File: config.mk
export PLATFORM = sky130hd
export DESIGN_NAME = mdc_debug_ctrl
export DESIGN_NICKNAME = d
export VERILOG_FILES = /design/src/hdl/mdc_pkg.sv /design/src/hdl/mdc_speed_select.sv /design/src/hdl/mdc_debug_ctrl.sv
export SDC_FILE = /design/constraint.sdc
export NUM_CORES = 1
export LEC_CHECK = 0
export BUFFER_PORTS_ARGS = -buffer_cell sky130_fd_sc_hd__buf_2
export CAP_MARGIN = 20
export CORE_MARGIN = 2
export CORE_UTILIZATION = 41
export CTS_CLUSTER_DIAMETER = 200
export DETAILED_ROUTE_END_ITERATION = 10
export PLACE_DENSITY = 0.78
export SYNTH_ARGS = -nofsm -noshare
export SYNTH_HDL_FRONTEND = slang
export SYNTH_SLANG_ARGS = --single-unit
File: constraint.sdc
create_clock -name i_clock -period 1.4 [get_ports i_clock]
set_clock_uncertainty 0.05 [all_clocks]
set_input_delay 0.14 -clock i_clock [delete_from_list [all_inputs] [get_ports i_clock]]
set_output_delay 0.14 -clock i_clock [all_outputs]
set_load 0.1 [all_outputs]
File: src/hdl/mdc_pkg.sv
// Package with register map, field layout and startup encodings for the debug control register
package mdc_pkg;
  localparam logic [7:0] MDC_DEBUG_CTRL_OFS = 8'hEC;
  localparam logic [31:0] MDC_DEBUG_CTRL_RST = 32'h00000000;
  localparam int MDC_REFERENCE_FLAG_A_BIT = 31;
  localparam int MDC_SPEED_REF_MSB = 30;
  localparam int MDC_SPEED_REF_LSB = 16;
  localparam int MDC_LOOP_DIS_BIT = 15;
  localparam int MDC_HOLD_ALIGN_BIT = 14;
  localparam int MDC_HOLD_SLOW_BIT = 13;
  localparam int MDC_HOLD_IPD_BIT = 12;
  localparam int MDC_HOLD_ISD_BIT = 11;
  localparam int MDC_ANGLE_SEL_BIT = 10;
  localparam logic [31:0] MDC_WRITE_MASK = 32'hFFFFFC00;
  localparam logic [1:0] MDC_SRC_REGISTER = 2'h2;
  localparam logic [14:0] MDC_REF_FULL_SCALE_M1 = 15'h7FFF;
  localparam logic [1:0] MDC_START_ALIGN = 2'h0;
  localparam logic [1:0] MDC_START_DOUBLE_ALIGN = 2'h1;
  localparam logic [1:0] MDC_START_SLOW_CYCLE = 2'h2;
  localparam logic [1:0] MDC_START_IPD = 2'h3;
  typedef enum logic [2:0] {
    MDC_ST_IDLE, MDC_ST_ISD, MDC_ST_ALIGN, MDC_ST_SLOW, MDC_ST_IPD, MDC_ST_RUN
  } mdc_state_t;
endpackage : mdc_pkg

File: src/hdl/mdc_speed_select.sv
// Speed reference source selector for the debug control register
`timescale 1ns/1ps
module mdc_speed_select
  import mdc_pkg::*;
(
  input wire logic i_reference_flag_a,
  input wire logic [1:0] i_source_mode,
  input wire logic [14:0] i_reg_ref,
  input wire logic [14:0] i_ext_ref,
  output logic [14:0] o_ref,
  output logic o_from_reg
);
  // Reference_flag_a wins over mode; mode 2 also takes the register field
  always_comb begin
    o_from_reg = i_reference_flag_a || (i_source_mode == MDC_SRC_REGISTER);
    o_ref = o_from_reg ? i_reg_ref : i_ext_ref;
  end
endmodule : mdc_speed_select

File: src/hdl/mdc_debug_ctrl.sv
// Debug control register and startup sequence hold logic of the motor controller
`timescale 1ns/1ps
// How it works
// - A 32-bit debug control register sits at offset ECh and clears to zero on reset.
// - Bit 31 set takes the speed command from the register field, else from the external input unless source mode is 2.
// - Field bits 30..16 is the reference when reference_flag_a is set or source mode is 2.
// - The field value counts full scale as 32768, so percent equals value/32768*100.
// - Bit 15 set forces open-loop commutation, clear leaves closed loop on.
// - Bit 14 with align or double-align startup keeps the sequence in align.
// - Bit 13 with slow-first-cycle startup keeps the sequence in slow first cycle.
// - Bit 12 with position-detect startup keeps the sequence in position detect.
// - Bit 11 with speed detect enabled keeps the sequence in speed detect while the bit stays set.
// - Bit 10 picks the primary align angle at 0 and the alternate lock angle at 1.
module mdc_debug_ctrl
  import mdc_pkg::*;
(
  input wire logic i_clock,
  input wire logic i_nrst,
  input wire logic i_wr_en,
  input wire logic i_rd_en,
  input wire logic [7:0] i_addr,
  input wire logic [31:0] i_wdata,
  input wire logic [1:0] i_source_mode,
  input wire logic [14:0] i_ext_ref,
  input wire logic [1:0] i_startup_method_select,
  input wire logic i_speed_detect_enable,
  input wire logic i_start,
  input wire logic i_stage_done,
  input wire logic [7:0] i_align_angle,
  input wire logic [7:0] i_alternate_rotor_lock_angle,
  output logic [31:0] o_rdata,
  output logic [14:0] o_speed_cmd,
  output logic o_cmd_from_reg,
  output logic o_feedback_loop_disable,
  output logic [7:0] o_lock_angle,
  output logic [2:0] o_startup_state
);
  typedef struct packed {
    logic [31:0] ctrl;
    logic [31:0] rdata;
    logic [14:0] speed_cmd;
    logic from_reg;
    logic loop_dis;
    logic [7:0] angle;
    mdc_state_t st;
  } mdc_regs_t;

  mdc_regs_t state_ff;
  mdc_regs_t nxt_state;
  logic [14:0] sel_ref;
  logic sel_from_reg;
  logic hold_align;
  logic hold_slow;
  logic hold_ipd;
  logic hold_isd;
  logic [31:0] wr_ctrl;

  // Register word after this cycle's write; kept apart from nxt_state so the
  // selector does not form a loop through the state copy
  always_comb begin
    wr_ctrl = state_ff.ctrl;
    if (i_wr_en && i_addr == MDC_DEBUG_CTRL_OFS) begin
      wr_ctrl = i_wdata & MDC_WRITE_MASK;
    end
  end

  // Source choice uses the next register value so the command follows a write in one cycle
  mdc_speed_select mdc_speed_select_inst (
    .i_reference_flag_a(wr_ctrl[MDC_REFERENCE_FLAG_A_BIT]),
    .i_source_mode(i_source_mode),
    .i_reg_ref(wr_ctrl[MDC_SPEED_REF_MSB:MDC_SPEED_REF_LSB]),
    .i_ext_ref(i_ext_ref),
    .o_ref(sel_ref),
    .o_from_reg(sel_from_reg)
  );

  // Hold conditions from the stored register bits
  always_comb begin
    hold_align = state_ff.ctrl[MDC_HOLD_ALIGN_BIT];
    hold_slow = state_ff.ctrl[MDC_HOLD_SLOW_BIT];
    hold_ipd = state_ff.ctrl[MDC_HOLD_IPD_BIT];
    hold_isd = state_ff.ctrl[MDC_HOLD_ISD_BIT];
  end

  // Next state of register, readback, outputs and startup sequence
  always_comb begin
    nxt_state = state_ff;
    nxt_state.ctrl = wr_ctrl;
    // Unmapped reads return zero; reserved bits are never stored so they read zero
    nxt_state.rdata = (i_rd_en && i_addr == MDC_DEBUG_CTRL_OFS) ? state_ff.ctrl : 32'h00000000;
    // Field is passed raw; consumers scale it against a 32768 full scale
    nxt_state.speed_cmd = sel_ref;
    nxt_state.from_reg = sel_from_reg;
    nxt_state.loop_dis = nxt_state.ctrl[MDC_LOOP_DIS_BIT];
    nxt_state.angle = nxt_state.ctrl[MDC_ANGLE_SEL_BIT] ? i_alternate_rotor_lock_angle
                                                       : i_align_angle;
    case (state_ff.st)
      MDC_ST_IDLE: begin
        if (i_start) begin
          if (i_speed_detect_enable) begin
            nxt_state.st = MDC_ST_ISD;
          end else begin
            nxt_state.st = MDC_ST_ALIGN;
          end
        end
      end
      MDC_ST_ISD: begin
        // Held forever while the hold bit stays set
        if (i_stage_done && !hold_isd) begin
          nxt_state.st = MDC_ST_ALIGN;
        end
      end
      MDC_ST_ALIGN: begin
        // Method dispatch happens at align entry in this simplified sequence
        if (i_startup_method_select == MDC_START_SLOW_CYCLE) begin
          nxt_state.st = MDC_ST_SLOW;
        end else if (i_startup_method_select == MDC_START_IPD) begin
          nxt_state.st = MDC_ST_IPD;
        end else if (i_stage_done && !hold_align) begin
          nxt_state.st = MDC_ST_RUN;
        end
      end
      MDC_ST_SLOW: begin
        if (i_stage_done && !hold_slow) begin
          nxt_state.st = MDC_ST_RUN;
        end
      end
      MDC_ST_IPD: begin
        if (i_stage_done && !hold_ipd) begin
          nxt_state.st = MDC_ST_RUN;
        end
      end
      MDC_ST_RUN: begin
        nxt_state.st = MDC_ST_RUN;
      end
      default: begin
        nxt_state.st = MDC_ST_IDLE;
      end
    endcase
  end

  // Single register stage; synchronous active-low reset
  always_ff @(posedge i_clock) begin
    if (!i_nrst) begin
      state_ff <= '{ctrl: MDC_DEBUG_CTRL_RST, rdata: 32'h00000000, speed_cmd: 15'h0000,
                    from_reg: 1'b0, loop_dis: 1'b0, angle: 8'h00, st: MDC_ST_IDLE};
    end else begin
      state_ff <= nxt_state;
    end
  end

  // Every output is a field of the registered state
  always_comb begin
    o_rdata = state_ff.rdata;
    o_speed_cmd = state_ff.speed_cmd;
    o_cmd_from_reg = state_ff.from_reg;
    o_feedback_loop_disable = state_ff.loop_dis;
    o_lock_angle = state_ff.angle;
    o_startup_state = state_ff.st;
  end

  // Checks; outputs other than o_rdata lag the register word by nothing, the inputs by one cycle
  reset_zero_a: assert property (
    @(posedge i_clock) !i_nrst |=> state_ff.ctrl == MDC_DEBUG_CTRL_RST)
    else $error("register not cleared by reset");
  read_back_a: assert property (
    @(posedge i_clock) disable iff (!i_nrst)
    ##1 ($past(i_rd_en) && $past(i_addr) == MDC_DEBUG_CTRL_OFS)
      |-> o_rdata == $past(state_ff.ctrl))
    else $error("read data is not the stored word");
  reference_flag_a_src_a: assert property (
    @(posedge i_clock) disable iff (!i_nrst)
    state_ff.ctrl[MDC_REFERENCE_FLAG_A_BIT]
      |-> o_speed_cmd == state_ff.ctrl[MDC_SPEED_REF_MSB:MDC_SPEED_REF_LSB])
    else $error("reference_flag_a did not select register reference");
  mode_src_a: assert property (
    @(posedge i_clock) disable iff (!i_nrst)
    ##1 ($past(i_source_mode) == MDC_SRC_REGISTER) |-> o_cmd_from_reg)
    else $error("source mode 2 did not select register");
  ext_src_a: assert property (
    @(posedge i_clock) disable iff (!i_nrst)
    ##1 (!state_ff.ctrl[MDC_REFERENCE_FLAG_A_BIT] && $past(i_source_mode) != MDC_SRC_REGISTER)
      |-> o_speed_cmd == $past(i_ext_ref))
    else $error("external reference not used");
  raw_field_a: assert property (
    @(posedge i_clock) disable iff (!i_nrst)
    o_cmd_from_reg |-> o_speed_cmd == state_ff.ctrl[MDC_SPEED_REF_MSB:MDC_SPEED_REF_LSB])
    else $error("register reference was scaled or altered");
  loop_dis_a: assert property (
    @(posedge i_clock) disable iff (!i_nrst)
    o_feedback_loop_disable == state_ff.ctrl[MDC_LOOP_DIS_BIT])
    else $error("loop disable does not follow bit 15");
  align_hold_a: assert property (
    @(posedge i_clock) disable iff (!i_nrst)
    (state_ff.st == MDC_ST_ALIGN && hold_align
      && (i_startup_method_select == MDC_START_ALIGN
      || i_startup_method_select == MDC_START_DOUBLE_ALIGN)) |=> state_ff.st == MDC_ST_ALIGN)
    else $error("left align while held");
  slow_hold_a: assert property (
    @(posedge i_clock) disable iff (!i_nrst)
    (state_ff.st == MDC_ST_SLOW && hold_slow) |=> state_ff.st == MDC_ST_SLOW)
    else $error("left slow first cycle while held");
  ipd_hold_a: assert property (
    @(posedge i_clock) disable iff (!i_nrst)
    (state_ff.st == MDC_ST_IPD && hold_ipd) |=> state_ff.st == MDC_ST_IPD)
    else $error("left position detect while held");
  isd_hold_a: assert property (
    @(posedge i_clock) disable iff (!i_nrst)
    (state_ff.st == MDC_ST_ISD && hold_isd) |=> state_ff.st == MDC_ST_ISD)
    else $error("left speed detect while held");
  angle_sel_a: assert property (
    @(posedge i_clock) disable iff (!i_nrst)
    ##1 state_ff.ctrl[MDC_ANGLE_SEL_BIT] |-> o_lock_angle == $past(i_alternate_rotor_lock_angle))
    else $error("alternate angle not selected");
  reserved_a: assert property (
    @(posedge i_clock) disable iff (!i_nrst)
    state_ff.ctrl[MDC_ANGLE_SEL_BIT-1:0] == 10'h000)
    else $error("reserved bits not zero");
  // Main scenarios that the bench should reach
  cov_reference_flag_a_c: cover property (
    @(posedge i_clock) disable iff (!i_nrst) o_cmd_from_reg);
  cov_open_loop_c: cover property (
    @(posedge i_clock) disable iff (!i_nrst) o_feedback_loop_disable);
  cov_run_c: cover property (
    @(posedge i_clock) disable iff (!i_nrst) state_ff.st == MDC_ST_RUN);
  cov_isd_hold_c: cover property (@(posedge i_clock) disable iff (!i_nrst)
    state_ff.st == MDC_ST_ISD && hold_isd && i_stage_done);
  cov_align_hold_c: cover property (@(posedge i_clock) disable iff (!i_nrst)
    state_ff.st == MDC_ST_ALIGN && hold_align && i_stage_done);
endmodule : mdc_debug_ctrl

==> results by stage <==
Route:
- Detailed routing inserted a total of 2,263 vias.
- The detailed router finished its first iteration with 52 violations.
- The routed wire length per instance is 12.45 µm.
- The count of antenna-violating nets left after detailed routing is 0.
- The vias per cell is 4.472.
- The DRC violation count after routing is 0.
- Wires add up to 6299 µm.
- Before antenna repair, the detailed router went through 4 iterations.

Power and ir drop:
- The completed layout was analyzed and its total power is 5.492 mW.
- Dividing total power by cell area gives a power density of 1436 mW/mm².
- Across the VDD grid, the largest voltage drop is 0.0006934 V.
- Summed over all cells, the static leakage comes to 1.909 nW.

Worst setup path:
- Following the worst setup path forward leads to its endpoint at o_startup_state[1].
- The worst setup path startpoint is o_startup_state[1]$_SDFFE_PN0P_.
- Walking the worst path, the cells encountered are buf_4 > buf_6.
- The startpoint identified for the worst register-to-register timing path is hold_slow$_SDFFE_PN0N_.
- The worst register-to-register path ends at o_startup_state[2]$_SDFFE_PN0P_.
- The setup check on the worst reg-to-reg path leaves a slack of 0.07 ns.
- The peak per-stage delay on the critical path is 0.41 ns.
- The largest fanout on the critical path is 5.
- Grouping stages by cell kind, the critical path spends the most delay in flip-flops.
- The logic depth of the worst register-to-register path is 6.
- The type of element capturing the critical path is an output port.
- The critical path is of the reg2out type.
- Counting both buffers and inverters, the worst setup path holds a total of 2.
- The library cell contributing the largest single delay on the critical path is dfxtp_1.
- The number of gates on the worst path with buffers counted is 2.
- STA puts the critical path data arrival time at 1.15 ns.
- The kind of start point of the critical path is a flop.
- STA puts the critical path data required time at 1.21 ns.

Timing:
- The number of setup violations in the final report is 0.
- The relative slew slack is 0.6599.
- The transition at the pin with the smallest max-transition slack is 0.5136 ns.
- In the finished design, the share of the clock period the worst path needs comes to 0.9545.
- The worst hold-check slack is 0.01158 ns.
- The final hold violation count is 0.
- After layout, the minimum clock period comes to 1.336 ns.
- Timing would allow up to 0.7483 GHz.
- The total negative slack for setup checks is 0 ns.
- The count of final max-slew check failures came to 0.

Min path:
- The hold path startpoint is i_ext_ref[9].
- The type of the most critical hold path is in2reg.

Synthesis:
- The portion of synthesized cell area occupied by the leading cell type is 0.4795.
- Synthesis instantiated 33 different standard cells from the library.
- By count the netlist is led by 71 x dfxtp_1, 60 x buf_4, 24 x nor2b_1.
- The primary flip-flop cell chosen by synthesis mapping is dfxtp_1.
- The synthesized instance count is 304.
- Counting flops with a built-in enable in the synthesized netlist gives 0.
- By instance count, the leading cell after synthesis is dfxtp_1.
- The synthesized area per cell is 9.750 µm².
- For this run, the register share of the synthesized area comes to 0.4795.
- The total standard cell area after synthesis is 0.002964 mm².
- The number of synthesized register bits is 71.
- The share of flip-flops with an asynchronous set or reset is 0.
- Ranked by total cell area, the synthesized netlist is headed by dfxtp_1 48%, buf_4 15%, mux2i_1 7.1%.
- The largest total area in the synthesized netlist belongs to dfxtp_1.
- For this run, the number of Yosys warnings is 0.

Final layout:
- Of the cells placed in the final design, the portion with a size suffix greater than 1 is 0.3927.
- 0 antenna diodes ended up in the layout.
- The final net count is 487.
- The flip-flop count of the largest register after layout is 22.
- The utilization of the core after routing is 0.5538.
- The number of cells in the finished layout apart from fillers is 506.
- After filler insertion, the fill cell instance count of the layout stands at 625.
- The synthesis-to-finish area growth is 29.04%.

Die:
- The floorplan step defined a die boundary enclosing 0.007925 mm².
- The number of cell rows is 30.
- 142 I/O pins were placed.
- The initial core utilization is 0.4292.
- The region available for standard cell placement spans 0.006907 mm².
- The die is 89.03 µm tall.
- The die is 89.03 µm wide.

CTS:
- The H-tree depth is 3.
- The clock passes through at most 2 buffers.
- TritonCTS built the clock tree.
- The clock sink count is 71.
- The clock transition at the register clock pins on the worst setup and hold paths after CTS is 0.08 ns.
- The clock latency at the later pin of the worst-skew pair is 0.34 ns.
- Clock tree synthesis selected as its root buffer the cell clkbuf_8.
- The CTS buffer count is 9.

GRT:
- The global-route wire length before repair is 9715 µm.
- The total routing resource utilization after global routing is 0.1623.
- The initial antenna violation count came to 0.
- Entering global routing, the biggest net connects 30 pins.
- The via count of the first global-routing pass is 2,200.
- Summed over all layers, the global routing overflow is 0.

Placed design:
- The cell count after placement is 468.
- Buffers placed on the I/O ports in this run total 121.
- The HPWL after detailed placement is 4156 µm.
- At the end of routability-driven placement, the weighted congestion stood at 0.7623.

Status:
- The run finished with clean final reports.

Run:
- The number of max-cap violations is 0.
[per-stage QoR]
stage               setup WS [ns]  cell area (µm²)
floorplan                 0.01475             2998
global placement         -0.06198             3344
detailed placement        -0.1177             3344
CTS                       0.01737             3784
global route             -0.02555             3825
finish                    0.06372             3825
[area by class of cell]
type,count,area [µm²],share of cell area
clock inverters,4,51.30,0.01341
flip-flops and latches,71,1425,0.3726
inverters,4,15.01,0.003925
clock buffers,12,165.2,0.04318
multi-input cells,165,1094,0.2859
well taps,96,120.1,0.03140
repair buffers,154,954.7,0.2496
[worst min path at each step]
| stage | depth (start not counted) | to | slack [ns] |
|---|---|---|---|
| floorplan | 2 | o_lock_angle[0]$_SDFF_PN0_ | 0.22 |
| global placement | 3 | o_lock_angle[3]$_SDFF_PN0_ | 0.30 |
| detailed placement | 3 | o_lock_angle[1]$_SDFF_PN0_ | 0.31 |
| CTS | 3 | o_speed_cmd[10]$_SDFF_PN0_ | 0.003 |
| global route | 3 | o_speed_cmd[2]$_SDFF_PN0_ | 0.03 |
| finish | 3 | o_speed_cmd[9]$_SDFF_PN0_ | 0.01 |
[layout by cell type (no fill, tap or decap), types with 10 or more instances in the layout]
master	Yosys	final
buf_2	3	118
dfxtp_1	71	68
nor2b_1	24	23
and2_1	23	23
mux2i_1	21	21
dlygate4sd3_1	0	21
o21ai_1	16	17
a21oi_1	16	15
clkbuf_8	0	12
buf_4	60	11
nand3_1	10	10
conb_1	1	10
[cells by family after synthesis]
| kind of cell | Yosys count | synth area share |
|---|---|---|
| muxes | 23 | 0.08316 |
| DFF | 71 | 0.4795 |
| and+or+nand+nor | 85 | 0.1743 |
| buffers and inverters | 77 | 0.1773 |
| other | 1 | 0.001265 |
| AOI/OAI and AO/OA | 47 | 0.08443 |
[report_power, final]
group / internal (mW) / switching, mW
Sequential: 2.11 / 0.0581
Combinational: 0.514 / 1.07
Clock: 0.973 / 0.771
[worst register-to-register path, stage by stage (launching register included)]
cell	delay, ns
dfxtp_1	0.36
nand3b_1	0.12
nand3_1	0.09
o22ai_1	0.22
buf_4	0.18
nor4_4	0.05
o21a_1	0.17
[per-layer routing]
metal | vias up | track usage | share of wire
met5 | - | 0 | 0
met4 | 0 | 0.08548 | 0.023
met3 | 10 | 0.04063 | 0.065
met2 | 95 | 0.2822 | 0.50
met1 | 1021 | 0.1833 | 0.42
li1 | 1137 | - | -
[timing repair]
| item | in CTS | in global routing |
|---|---|---|
| setup endpoints to repair | 3 | 3 |
| pin swaps | 1 | 2 |
| endpoints found under the hold margin | 14 | 0 |
| gates resized for setup | 2 | 12 |
| buffers inserted | 1 | 0 |
| hold buffers | 21 | 0 |
| gates cloned | 0 | 0 |
No activity file was read; power rests on OpenSTA's default activity.
